$ cat config.mk
export PLATFORM = sky130hd
export DESIGN_NAME = can_event_irq_power_stamp
export DESIGN_NICKNAME = d
export VERILOG_FILES = /design/src/verilog/can_event_pkg.sv /design/src/verilog/can_event_irq_power_stamp.sv
export VERILOG_INCLUDE_DIRS = /design/src /design/src/verilog
export SDC_FILE = /design/constraint.sdc
export NUM_CORES = 1
export LEC_CHECK = 0
export BUFFER_PORTS_ARGS = -buffer_cell sky130_fd_sc_hd__clkbuf_2
export CAP_MARGIN = 20
export CORE_MARGIN = 3
export CORE_UTILIZATION = 39
export DETAILED_ROUTE_END_ITERATION = 8
export PLACE_DENSITY_LB_ADDON = 0.12
export SETUP_SLACK_MARGIN = 0.4
export SLEW_MARGIN = 20
export SYNTH_ARGS = -nofsm -noshare
export SYNTH_HDL_FRONTEND = slang
export SYNTH_SLANG_ARGS = --single-unit
$ cat constraint.sdc
create_clock -name aclk -period 3.15 [get_ports aclk]
set_input_delay 0.63 -clock aclk [delete_from_list [all_inputs] [get_ports aclk]]
set_output_delay 0.63 -clock aclk [all_outputs]
set_load 0.05 [all_outputs]
$ cat src/verilog/can_event_defines.svh
/*
 Offsets, field positions, reset values, event codes and timing counts
 of the CAN event, power and time-stamp block.
 Assumes a 50 MHz clock and a byte-addressed AXI4-Lite register window.
*/
`ifndef CAN_EVENT_DEFINES_SVH
`define CAN_EVENT_DEFINES_SVH

// ==========================================================
// Register byte offsets
`define OFF_FLAG 8'h00
`define OFF_ENABLE 8'h04
`define OFF_CODE 8'h08
`define OFF_CTRL1 8'h0c
`define OFF_CFG2 8'h10
`define OFF_BITTIME 8'h14
`define OFF_FULL 8'h18
`define OFF_OVF 8'h1c

// ==========================================================
// Event flag positions
`define FLAG_TX 0
`define FLAG_RX 1
`define FLAG_OVF 2
`define FLAG_FIFO 3
`define FLAG_ERR 4
`define FLAG_WAKE 5
`define FLAG_INV 6
`define STATE_LSB 8
`define ST_TX_WARNING_STATE 0
`define ST_RX_WARNING_STATE 1
`define ST_TX_PASSIVE_STATE 2
`define ST_RX_PASSIVE_STATE 3
`define ST_TX_BUSOFF_STATE 4

// ==========================================================
// Control fields
`define CTRL_REEN 0
`define CTRL_CAPEN 3
`define CTRL_IDLESTOP 13
`define CFG2_WAKFILT 14

// ==========================================================
// Error counter limits
`define WARN_LO 9'h060
`define WARN_HI 9'h07f
`define PASSIVE_LIM 9'h080
`define BUSOFF_LIM 9'h100

// ==========================================================
// Event codes
`define CODE_TX_BASE 7'h00
`define CODE_RX_BASE 7'h20
`define CODE_OVF_BASE 7'h40
`define CODE_ERR 7'h60
`define CODE_WAKE 7'h61
`define CODE_INV 7'h62
`define CODE_FIFO 7'h63
`define CODE_NONE 7'h7f

// ==========================================================
// Timing
`define CLK_PERIOD_NS 20
`define WAKE_FILT_NS 500
`define WAKE_FILT_CYC ((`WAKE_FILT_NS + `CLK_PERIOD_NS - 1) / `CLK_PERIOD_NS)
`define BIT_TIME_NS 1000
`define BIT_TIME_CYC (`BIT_TIME_NS / `CLK_PERIOD_NS)

// ==========================================================
// Bus answers
`define RESP_OKAY 2'h0
`define RESP_SLVERR 2'h2

`endif

$ cat src/verilog/can_event_pkg.sv
/*
 Types shared by the CAN event, power and time-stamp block.
 Assumes nothing beyond the defines header.
*/
package can_event_pkg;

   // ==========================================================
   // Power state of the module
   typedef enum logic [1:0] {
      PWR_RUN,
      PWR_IDLE_STOP,
      PWR_SLEEP
   } power_state_t;

   typedef logic [6:0] code_t;

endpackage
$ cat src/verilog/can_event_irq_power_stamp.sv
/*
 Event flag aggregation, low-power handling and receive time-stamp pulse of
 a CAN controller, with an AXI4-Lite register slave.
 Assumes the protocol engine supplies single-cycle event pulses and error
 counter values on aclk, and that aclk keeps running for wake detection.
*/
// Overview of operation
// - Seven event flags, each with enable bit.
// - Request only when flag and enable match.
// - Code reports highest-priority enabled active flag.
// - Five error states set one error flag.
// - Transmit done sets flag, code names buffer.
// - Flags stay set until software clears.
// - Full bit first, then receive flag.
// - Full buffer sets overflow bit, then flag.
// - One free FIFO buffer sets FIFO flag.
// - Sleep bus activity sets wake flag.
// - Other reception errors set invalid-message flag.
// - Stopped clocks hold transmit pin recessive.
// - Idle stops module only with stop-in-idle.
// - Module stays disabled after wake until re-enabled.
// - Wake detection only while in Sleep.
// - Wake filter rejects short receive glitches.
// - One bit-time capture pulse after frame.
// - Capture pulse only while capture enabled.
// - Capture channel two: pulse when capture enabled, else pin two.
// - Warning states track counters 96 to 127.
// - Passive states track counters from 128.
// - Bus-off state at transmit count 256.
`timescale 1ns/100ps
`include "can_event_defines.svh"

module can_event_irq_power_stamp import can_event_pkg::*; (
   // Clock and reset
   input wire logic aclk,
   input wire logic aresetn,
   // AXI4-Lite write channels
   input wire logic [7:0] awaddr,
   input wire logic awvalid,
   output logic awready,
   input wire logic [31:0] wdata,
   input wire logic [3:0] wstrb,
   input wire logic wvalid,
   output logic wready,
   output logic [1:0] bresp,
   output logic bvalid,
   input wire logic bready,
   // AXI4-Lite read channels
   input wire logic [7:0] araddr,
   input wire logic arvalid,
   output logic arready,
   output logic [31:0] rdata,
   output logic [1:0] rresp,
   output logic rvalid,
   input wire logic rready,
   // Protocol engine events
   input wire logic tx_done,
   input wire logic [2:0] tx_buf,
   input wire logic rx_store,
   input wire logic [4:0] rx_buf,
   input wire logic rx_to_fifo,
   input wire logic fifo_one_free,
   input wire logic rx_invalid,
   input wire logic frame_valid_eof,
   input wire logic [8:0] tx_err_count,
   input wire logic [7:0] rx_err_count,
   input wire logic engine_tx,
   // CPU power state
   input wire logic cpu_sleep,
   input wire logic cpu_idle,
   // Pins and capture
   input wire logic bus_receive_pin,
   input wire logic capture_pin_two,
   output logic bus_transmit_pin,
   output logic capture_channel_two,
   // Interrupt and module state
   output logic cpu_event_request,
   output logic module_stopped,
   output logic module_disabled
);

   // ==========================================================
   // Register file and bus state
   logic [6:0] flag_reg, flag_next, en_reg;
   logic [4:0] state_reg, state_next;
   logic [31:0] ctrl_reg, cfg2_reg, full_reg, full_next, ovf_reg, ovf_next;
   logic [15:0] bit_time_reg;
   code_t code_reg;
   logic [2:0] tx_idx_reg;
   logic [4:0] rx_idx_reg, ovf_idx_reg;
   logic rx_pend_reg, ovf_pend_reg, fifo_pend_reg;
   logic aw_have_reg, w_have_reg;
   logic [7:0] aw_addr_reg;
   logic [31:0] w_data_reg, w_mask_reg;
   power_state_t pwr_reg, pwr_next;

   // Byte strobes widened to a bit mask.
   function automatic logic [31:0] strobe_mask(input logic [3:0] s);
      strobe_mask = {{8{s[3]}}, {8{s[2]}}, {8{s[1]}}, {8{s[0]}}};
   endfunction

   // priority err, wake, ovf, tx, rx, fifo, invalid.
   function automatic code_t pick_code(input logic [6:0] act, input logic [2:0] t,
                                       input logic [4:0] r, input logic [4:0] o);
      if (act[`FLAG_ERR])
         pick_code = `CODE_ERR;
      else if (act[`FLAG_WAKE])
         pick_code = `CODE_WAKE;
      else if (act[`FLAG_OVF])
         pick_code = `CODE_OVF_BASE | {2'h0, o};
      else if (act[`FLAG_TX])
         pick_code = `CODE_TX_BASE | {4'h0, t};
      else if (act[`FLAG_RX])
         pick_code = `CODE_RX_BASE | {2'h0, r};
      else if (act[`FLAG_FIFO])
         pick_code = `CODE_FIFO;
      else if (act[`FLAG_INV])
         pick_code = `CODE_INV;
      else
         pick_code = `CODE_NONE;
   endfunction

   // ==========================================================
   // Bus write decode
   wire wr_go = aw_have_reg && w_have_reg && !bvalid;
   wire [31:0] wr_bits = w_data_reg & w_mask_reg;
   wire wr_flag = wr_go && aw_addr_reg == `OFF_FLAG;
   wire wr_en = wr_go && aw_addr_reg == `OFF_ENABLE;
   wire wr_ctrl = wr_go && aw_addr_reg == `OFF_CTRL1;
   wire wr_cfg2 = wr_go && aw_addr_reg == `OFF_CFG2;
   wire wr_bt = wr_go && aw_addr_reg == `OFF_BITTIME;
   wire wr_full = wr_go && aw_addr_reg == `OFF_FULL;
   wire wr_ovf = wr_go && aw_addr_reg == `OFF_OVF;
   wire wr_known = wr_flag || wr_en || wr_ctrl || wr_cfg2 || wr_bt || wr_full || wr_ovf
                   || (wr_go && aw_addr_reg == `OFF_CODE);
   wire [6:0] flag_clr_w = wr_flag ? wr_bits[6:0] : 7'h00;
   wire [31:0] full_clr_w = wr_full ? wr_bits : 32'h0;
   wire [31:0] ovf_clr_w = wr_ovf ? wr_bits : 32'h0;
   wire reenable_w = wr_ctrl && wr_bits[`CTRL_REEN];

   // Bus read decode.
   wire [31:0] flag_view = {19'h0, state_reg, 1'b0, flag_reg};
   wire rd_known = araddr == `OFF_FLAG || araddr == `OFF_ENABLE || araddr == `OFF_CODE
                   || araddr == `OFF_CTRL1 || araddr == `OFF_CFG2 || araddr == `OFF_BITTIME
                   || araddr == `OFF_FULL || araddr == `OFF_OVF;
   wire [31:0] rd_mux =
      araddr == `OFF_FLAG ? flag_view :
      araddr == `OFF_ENABLE ? {25'h0, en_reg} :
      araddr == `OFF_CODE ? {25'h0, code_reg} :
      araddr == `OFF_CTRL1 ? ctrl_reg :
      araddr == `OFF_CFG2 ? cfg2_reg :
      araddr == `OFF_BITTIME ? {16'h0, bit_time_reg} :
      araddr == `OFF_FULL ? full_reg :
      araddr == `OFF_OVF ? ovf_reg : 32'h0;
   wire ar_go = arvalid && arready;

   // Write address and data are held apart until both have arrived.
   always_ff @(posedge aclk) begin
      if (!aresetn) begin
         aw_have_reg <= 1'b0;
         w_have_reg <= 1'b0;
         aw_addr_reg <= 8'h00;
         w_data_reg <= 32'h0;
         w_mask_reg <= 32'h0;
         awready <= 1'b0;
         wready <= 1'b0;
         bvalid <= 1'b0;
         bresp <= `RESP_OKAY;
      end else begin
         if (awvalid && awready) begin
            aw_have_reg <= 1'b1;
            aw_addr_reg <= awaddr;
         end else if (wr_go) begin
            aw_have_reg <= 1'b0;
         end
         if (wvalid && wready) begin
            w_have_reg <= 1'b1;
            w_data_reg <= wdata;
            w_mask_reg <= strobe_mask(wstrb);
         end else if (wr_go) begin
            w_have_reg <= 1'b0;
         end
         awready <= !aw_have_reg && !(awvalid && awready) && !bvalid;
         wready <= !w_have_reg && !(wvalid && wready) && !bvalid;
         if (wr_go) begin
            bvalid <= 1'b1;
            bresp <= wr_known ? `RESP_OKAY : `RESP_SLVERR;
         end else if (bready) begin
            bvalid <= 1'b0;
         end
      end
   end

   // Read answer one cycle after the address is taken.
   always_ff @(posedge aclk) begin
      if (!aresetn) begin
         arready <= 1'b0;
         rvalid <= 1'b0;
         rdata <= 32'h0;
         rresp <= `RESP_OKAY;
      end else begin
         arready <= !rvalid && !ar_go;
         if (ar_go) begin
            rvalid <= 1'b1;
            rdata <= rd_mux;
            rresp <= rd_known ? `RESP_OKAY : `RESP_SLVERR;
         end else if (rready) begin
            rvalid <= 1'b0;
         end
      end
   end

   // ==========================================================
   // Pin synchronisers
   logic rx_s1, rx_s2, rx_s3, rx_level_reg;
   logic ic_s1, ic_s2, ic_s3, ic_level_reg;

   // A pin level is taken once the second and third stages agree.
   always_ff @(posedge aclk) begin
      if (!aresetn) begin
         {rx_s1, rx_s2, rx_s3, rx_level_reg} <= 4'hf;
         {ic_s1, ic_s2, ic_s3, ic_level_reg} <= 4'h0;
      end else begin
         {rx_s1, rx_s2, rx_s3} <= {bus_receive_pin, rx_s1, rx_s2};
         {ic_s1, ic_s2, ic_s3} <= {capture_pin_two, ic_s1, ic_s2};
         rx_level_reg <= (rx_s2 == rx_s3) ? rx_s3 : rx_level_reg;
         ic_level_reg <= (ic_s2 == ic_s3) ? ic_s3 : ic_level_reg;
      end
   end

   // ==========================================================
   // Power state
   logic clocks_off;
   assign pwr_next = cpu_sleep ? PWR_SLEEP :
                     (cpu_idle && ctrl_reg[`CTRL_IDLESTOP]) ? PWR_IDLE_STOP : PWR_RUN;

   // Clocks count as stopped in Sleep and in Idle with the stop option.
   always_comb begin
      case (pwr_reg)
         PWR_RUN: clocks_off = 1'b0;
         PWR_IDLE_STOP: clocks_off = 1'b1;
         PWR_SLEEP: clocks_off = 1'b1;
         default: clocks_off = 1'b1;
      endcase
   end

   // ==========================================================
   // Wake detection with optional glitch filter
   logic [4:0] filt_cnt_reg;
   wire in_sleep = pwr_reg == PWR_SLEEP;
   wire filt_done = filt_cnt_reg == 5'(`WAKE_FILT_CYC);
   wire dom_seen = cfg2_reg[`CFG2_WAKFILT] ? filt_done : !rx_level_reg;
   wire wake_hit = in_sleep && dom_seen;

   // Counts dominant cycles asleep; recessive restarts it.
   always_ff @(posedge aclk) begin
      if (!aresetn || !in_sleep || rx_level_reg)
         filt_cnt_reg <= 5'h00;
      else if (!filt_done)
         filt_cnt_reg <= filt_cnt_reg + 5'h01;
   end

   // ==========================================================
   // Error states
   // warning windows
   assign state_next[`ST_TX_WARNING_STATE] = tx_err_count >= `WARN_LO && tx_err_count <= `WARN_HI;
   assign state_next[`ST_RX_WARNING_STATE] = {1'b0, rx_err_count} >= `WARN_LO && {1'b0, rx_err_count} <= `WARN_HI;
   assign state_next[`ST_TX_PASSIVE_STATE] = tx_err_count >= `PASSIVE_LIM;
   assign state_next[`ST_RX_PASSIVE_STATE] = {1'b0, rx_err_count} >= `PASSIVE_LIM;
   assign state_next[`ST_TX_BUSOFF_STATE] = tx_err_count >= `BUSOFF_LIM;

   // ==========================================================
   // Event sources and sticky flags
   logic [6:0] set_vec;
   wire rx_hit_full = full_reg[rx_buf];
   assign set_vec[`FLAG_TX] = tx_done;
   assign set_vec[`FLAG_RX] = rx_pend_reg;
   assign set_vec[`FLAG_OVF] = ovf_pend_reg;
   assign set_vec[`FLAG_FIFO] = fifo_pend_reg;
   assign set_vec[`FLAG_ERR] = |(state_next & ~state_reg);
   assign set_vec[`FLAG_WAKE] = wake_hit;
   assign set_vec[`FLAG_INV] = rx_invalid;
   assign flag_next = (flag_reg & ~flag_clr_w) | set_vec;

   // Per-buffer full and overflow bits; a hardware set beats a clear.
   genvar gi;
   generate
      for (gi = 0; gi < 32; gi++) begin : g_buf
         wire hit = rx_store && rx_buf == 5'(gi);
         assign full_next[gi] = (full_reg[gi] && !full_clr_w[gi]) || (hit && !rx_hit_full);
         assign ovf_next[gi] = (ovf_reg[gi] && !ovf_clr_w[gi]) || (hit && rx_hit_full);
      end
   endgenerate

   // Buffer bits are set first, the flags a cycle later; error states set with their flag.
   always_ff @(posedge aclk) begin
      if (!aresetn) begin
         full_reg <= 32'h0;
         ovf_reg <= 32'h0;
         state_reg <= 5'h00;
         rx_pend_reg <= 1'b0;
         ovf_pend_reg <= 1'b0;
         fifo_pend_reg <= 1'b0;
      end else begin
         full_reg <= full_next;
         ovf_reg <= ovf_next;
         state_reg <= state_next;
         rx_pend_reg <= rx_store && !rx_hit_full;
         ovf_pend_reg <= rx_store && rx_hit_full;
         fifo_pend_reg <= rx_store && !rx_hit_full && rx_to_fifo && fifo_one_free;
      end
   end

   // Flags, buffer indices and the event code.
   always_ff @(posedge aclk) begin
      if (!aresetn) begin
         flag_reg <= 7'h00;
         tx_idx_reg <= 3'h0;
         rx_idx_reg <= 5'h00;
         ovf_idx_reg <= 5'h00;
         code_reg <= `CODE_NONE;
      end else begin
         flag_reg <= flag_next;
         if (tx_done)
            tx_idx_reg <= tx_buf;
         if (rx_store && !rx_hit_full)
            rx_idx_reg <= rx_buf;
         if (rx_store && rx_hit_full)
            ovf_idx_reg <= rx_buf;
         code_reg <= pick_code(flag_reg & en_reg, tx_idx_reg, rx_idx_reg, ovf_idx_reg);
      end
   end

   // ==========================================================
   // Control registers written by software
   always_ff @(posedge aclk) begin
      if (!aresetn) begin
         en_reg <= 7'h00;
         ctrl_reg <= 32'h0;
         cfg2_reg <= 32'h0;
         bit_time_reg <= 16'(`BIT_TIME_CYC);
      end else begin
         if (wr_en)
            en_reg <= (en_reg & ~w_mask_reg[6:0]) | wr_bits[6:0];
         if (wr_ctrl)
            ctrl_reg <= ((ctrl_reg & ~w_mask_reg) | wr_bits) & ~(32'h1 << `CTRL_REEN);
         if (wr_cfg2)
            cfg2_reg <= (cfg2_reg & ~w_mask_reg) | wr_bits;
         if (wr_bt)
            bit_time_reg <= (bit_time_reg & ~w_mask_reg[15:0]) | wr_bits[15:0];
      end
   end

   // ==========================================================
   // Time-stamp pulse
   logic [15:0] stamp_cnt_reg, stamp_cnt_next;
   logic stamp_pulse_reg;
   wire cap_en = ctrl_reg[`CTRL_CAPEN];
   assign stamp_cnt_next = !cap_en ? 16'h0 :
                           frame_valid_eof ? bit_time_reg :
                           (stamp_cnt_reg != 16'h0) ? stamp_cnt_reg - 16'h1 : 16'h0;

   // ==========================================================
   // Registered outputs
   always_ff @(posedge aclk) begin
      if (!aresetn) begin
         pwr_reg <= PWR_RUN;
         stamp_cnt_reg <= 16'h0;
         stamp_pulse_reg <= 1'b0;
         capture_channel_two <= 1'b0;
         bus_transmit_pin <= 1'b1;
         cpu_event_request <= 1'b0;
         module_stopped <= 1'b0;
         module_disabled <= 1'b0;
      end else begin
         pwr_reg <= pwr_next;
         stamp_cnt_reg <= stamp_cnt_next;
         stamp_pulse_reg <= stamp_cnt_next != 16'h0;
         capture_channel_two <= cap_en ? (stamp_cnt_next != 16'h0) : ic_level_reg;
         bus_transmit_pin <= clocks_off ? 1'b1 : engine_tx;
         cpu_event_request <= |(flag_reg & en_reg);
         module_stopped <= clocks_off;
         module_disabled <= wake_hit || (module_disabled && !reenable_w);
      end
   end
endmodule

# After elaboration in Yosys (flattened, before gate mapping)
# Cells that the tools add are included.
# Widths: inputs -> output; s select.
[word_totals]
ff_bits = 329
output_inout_bits = 46
elab_cells = 523
[op_classes]
addsub = 2
order_cmp = 8
eq_ne = 49
muxes = 37
bitwise_logic = 19
reduce_logical = 361
[op_table]
columns = ["cell", "count"]
rows = [
  ["$mux 32", 10],
  ["$logic_and 1x1->1", 188],
  ["$and 32x32->32", 3],
  ["$eq 5x5->1 const B", 17],
  ["$logic_or 1x1->1", 81],
  ["$logic_not 1->1", 76],
  ["$eq 8x5->1 const B", 8],
  ["$or 32x32->32", 2],
  ["$mux 16", 3],
  ["$eq 5x4->1 const B", 8],
  ["$eq 8x4->1 const B", 4],
  ["$not 32->32", 1],
  ["$reduce_bool 16->1", 2],
  ["$and 7x7->7", 3],
  ["$mux 7", 3],
  ["$eq 5x3->1 const B", 4],
  ["$mux 5", 4],
  ["$and 16x16->16", 1],
  ["$eq 8x3->1 const B", 2],
  ["$logic_not 8->1", 2],
  ["$not 16->16", 1],
  ["$or 16x16->16", 1],
  ["$sub 16x1->16 const B", 1],
  ["$not 7->7", 2],
  ["30 further kinds", 49],
]

# Depth between registers and ports, before layout
[logic_depth]
ltp_word = 11
depth_mapped = 11

# Worst setup path after synthesis
# No wires, ideal clock.
[synth_timing]
path_kind = "input to register"
from = "in rx_buf[0]"
to = "reg ovf_idx_reg[4]"
arrival_time_ns = 2.375
required_time_ns = 3.083
setup_slack_ns = 0.707
path_stages = 9
n_path_buf = 2
path_cell_list = "buf_6 buf_8 mux4_2 mux2i_2 inv_1 mux4_2 nand2_4 nand2_2 a21oi_2"
[synth_via]
elab_chain_cells = 3
[synth_lines]
columns = ["item", "line", "text"]
rows = [
  ["start: declaration", "can_event_irq_power_stamp.sv:60", "input wire logic [4:0] rx_buf,"],
  ["$bmux 1 s5", "can_event_irq_power_stamp.sv:275", "wire rx_hit_full = full_reg[rx_buf];"],
  ["$mux 1 (not written as such)", "can_event_irq_power_stamp.sv:275", ""],
  ["$logic_and 1x1->1", "can_event_irq_power_stamp.sv:328", "if (rx_store && rx_hit_full)"],
  ["end signal: assignment", "can_event_irq_power_stamp.sv:329", "ovf_idx_reg <= rx_buf;"],
  ["end: declaration", "can_event_irq_power_stamp.sv:90", "logic [4:0] rx_idx_reg, ovf_idx_reg;"],
]
# No other way between the ends. The select of a mux whose other input is x is not followed.
# A chain may end at the register's enable or synchronous reset.

# Worst setup path after layout
[layout_timing]
from = "in rx_buf[0]"
to = "reg fifo_pend_reg"
[layout_via]
elab_chain_cells = 6
[layout_lines]
columns = ["item", "line", "text"]
rows = [
  ["$bmux 1 s5", "can_event_irq_power_stamp.sv:275", ""],
  ["$mux 1 (not written as such)", "can_event_irq_power_stamp.sv:275", ""],
  ["$logic_not 1->1", "can_event_irq_power_stamp.sv:310", "fifo_pend_reg <= rx_store && !rx_hit_full && rx_to_fifo && fifo_one_free;"],
  ["$logic_and 1x1->1 (3 in a row)", "can_event_irq_power_stamp.sv:310", ""],
  ["end signal: assignment", "can_event_irq_power_stamp.sv:310", ""],
  ["end: declaration", "can_event_irq_power_stamp.sv:91", "logic rx_pend_reg, ovf_pend_reg, fifo_pend_reg;"],
]
# No other way between the ends. The select of a mux whose other input is x is not followed.

==> metrics.md <==
| Metric | Value |
|---|---|
| Synth Cell Area | 13100 um^2 |
| Fillers | approximately 3300 |
| Most common cell after layout, fill and taps aside | nand2_1 |
| Initial Util | around two fifths |
| Final TNS setup | 0 ns |
| Cts bufs inserted | 36 |
| Ports | 141 |
| Drt pass-1 iters | 5 |
| Outcome | finished clean |
| Final hold violations | 0 |
| Crit. Startpoint | rx_buf[0] |
| Drc violations | 0 |
| Skew final | 0.0146 ns |
| Yosys top cell by area | dfxtp_1 |
| H-Tree Depth | 2 |
| Hold Buf Count CTS | 0 |
| Final Net Count | between 1500 and 2000 |
| Worst hold slack | between 0.2 and 0.3 ns |
| Die Footprint | 35800 um^2 |
| Avg WL per Cell | approximately 19 um |
| Remaining antenna violation count | 0 |
| Ys async rst share | 0% |
| Actual slew at the worst max-slew pin | roughly 0.67 ns |
| Core area | about 33000 um^2 |
| Share of cells above drive strength 1 | between 15 and 20% |
| XOR/XNOR share of the synthesized area | less than 1% |
| Post-synth EDFFs | 0 |
| Post-Route WL | 40700 um |
| Hold Path Class | in2reg |
| Crit end category | flip-flop |
| Clock sink count | slightly above 300 |
| Rel. slew slack | between 50% and 60% |
| Hold_sp | bus_receive_pin |
| Post-Synth Simple-Gate Area | 21.7% |
| Tmin final | 2.53 ns |
| Syn avg cell area | around 8.4 um^2 |
| Synth Instances | about 1600 |
| Main combinational cell family by area after synthesis | simple AND/OR/NAND/NOR gates |
| P per Cell Area | 557 nW/um^2 |
| Crit Reg-Reg Startpoint | aw_addr_reg[7] |
| Initial antenna violation count | 2 |
| Later-pin clock latency in the skew report | ~0.52 ns |
| Vias/cell | ~5.4 |
| Slowest stage cell on the critical path | mux4_1 |
| Met1 wire length | around 19000 um |
| Most frequent cells in the layout | nand2_1 (347), dfxtp_1 (306), a21oi_1 (166) |
| Crit-path leading delay family | multiplexers |
| Mux share of post-synthesis cell area | ~5.9% |
| Slew Limit Fails | 0 |
| Total gr overflow | 0 |
| Input/output buffers | 128 |
| # setup viols final | 0 |
| RD Place Congestion | 0.870 |
| Storage cell area | approximately 6100 um^2 |
| Adder-cell area share of the yosys netlist | less than 1% |
| CP peak stage delay | between 0.7 and 0.8 ns |
| Worst Path Buf+Inv | 2 |
| Post-synth top area share | 46.8% |
| Site row count | between 60 and 70 |
| Die Ht | around 190 um |
| CP startpoint kind | primary input |
| CP arrival | between 2 and 3 ns |
| Die Wd | 189 um |
| DP HPWL | about 29000 um |
| P_leak | around 0.0057 uW |
| Clk slew on worst S/H paths | around 0.05 ns |
| Max_cap viols | 0 |
| DR vias | roughly 12000 |
| Yosys warns | 0 |
| Unique masters post-synth | 72 |
| Synthesis-to-finish area growth | 17.9% |
| CTS Root Cell | clkbuf_16 |
| RSZ-0062 raised after global routing | false |
| Peak Freq | about 0.4 GHz |
| ANT cells | 0 |
| Top FF cell, synth | dfxtp_1 |
| GRT Util Overall | 22.3% |
| First-pass GRT wire length | between 60000 and 70000 um |
| WP data required | 3.61 ns |
| Compound-gate portion of the synthesized area | 20.7% |
| Setup CP Type | in2reg |
| Tcrit/Tclk final | 80.4% |
| Yosys reg bits | approximately 310 |
| Max Buffers Root-to-Sink | 3 |
| CP most frequent cell | mux4_1 |
| CTS tree | done |
| Top post-synthesis cells by area | dfxtp_1 (47%), nand2_1 (10%), a21oi_1 (6.3%), o21a_1 (3.7%), nor2_1 (3.6%) |
| Largest net degree at the start of global routing | around 110 |
| Peak supply drop | around 0.34 mV |
| Met2 WL | 18200 um |
| DRT iter0 DRCs | 790 |
| Worst-path cell chain | clkbuf_2 > mux4_1 > mux2_2 > inv_1 > mux4_1 > nand2_1 > nor2_1 > and3_1 |
| Multi-input gate area | between 6000 and 7000 um^2 |
| Register area share after synthesis | between 40% and 50% |
| CP max FO | 13 |
| Uppermost layer routed | met5 |
| Met3 routed WL | between 2000 and 2500 um |
| Vias in the first global route | between 10000 and 15000 |
layer usage:
| layer | up-vias | GRT usage (%) |
|---|---|---|
| li1 | 5672 | - |
| met1 | 5522 | 32.4 |
| met2 | 324 | 34.8 |
| met3 | 62 | 3.52 |
| met4 | 4 | 5.30 |
| met5 | - | 0 |
synthesized netlist by cell type (3+ instances only):
| library cell | instances |
|---|---|
| xor2_1 | 8 |
| mux2i_1 | 22 |
| ha_1 | 3 |
| and2_1 | 34 |
| or3_1 | 6 |
| mux4_1 | 7 |
| nand2_1 | 347 |
| nor4_1 | 6 |
| a22o_1 | 16 |
| nand3b_1 | 6 |
| o21ai_0 | 87 |
| o21a_1 | 64 |
| nand2b_1 | 6 |
| nor2_1 | 124 |
| clkbuf_1 | 69 |
| buf_4 | 5 |
| and2_0 | 4 |
| and3_1 | 3 |
| xnor2_1 | 6 |
| dfxtp_1 | 306 |
| buf_1 | 10 |
| a211oi_1 | 7 |
| nand3_1 | 35 |
| a221oi_1 | 24 |
| nor3_1 | 29 |
| a31oi_1 | 7 |
| nor2b_1 | 16 |
| inv_1 | 11 |
| nand4_1 | 4 |
| a21boi_0 | 48 |
| buf_2 | 11 |
| a21oi_1 | 166 |
| mux4_2 | 14 |
| mux2_2 | 4 |
| a22oi_1 | 6 |
cell type report:
type	instances	area share, %
Tap cell	442	3.59
Sequential cell	306	39.7
Clock inverter	10	0.754
Timing Repair Buffer	175	6.54
Inverter	12	0.324
Multi-Input combinational cell	1149	42.3
Clock buffer	54	6.74
where the power goes:
group	total (uW)	switching, uW	internal [uW]
sequential	4020	81.0	3940
combinational	485	328	158
clock	4090	1630	2460
cells by family after synthesis:
logic type,count (synthesis)
flops,306
compound gates,439
buf+inv,110
fa+ha+maj,3
other cells,1
simple gates,643
mux,48
xor+xnor,14
metrics by stage:
stage	instances	total power [uW]	worst slack, ns	utilization (%)	cell area [um^2]
6_report	2148	8590	0.618	47.0	15400
5_1_grt	2148	8880	0.505	47.0	15400
4_1_cts	2147	8670	0.552	47.0	15400
3_3_place_gp	2083	4580	0.121	43.5	14200
3_5_place_dp	2083	4590	0.149	43.5	14200
2_1_floorplan	1565	4380	0.707	-	13100
timing repair:
action / 4_1_cts / 5_1_grt
setup buffers: 0 / 0
endpoints found under the setup margin: 0 / 19
resized for setup: 0 / 2
worst paths after layout:
kind	end	slack, ns	cells after the start
setup reg to reg	flip-flop	0.69	7
setup / recovery	fifo_pend_reg	0.62	8
hold reg to reg	rx_s2	0.41	1
hold / removal	rx_s1	0.29	2
worst register-to-register path, stage by stage (launching register included):
cell and delay [ns]:
dfxtp_1 0.33, or4_1 0.52, nor3_1 0.30, nor3b_2 0.30, buf_4 0.22, and2_1 0.43
nand2_1 0.11, a21oi_1 0.17
Power figures use the tool's default switching activity.
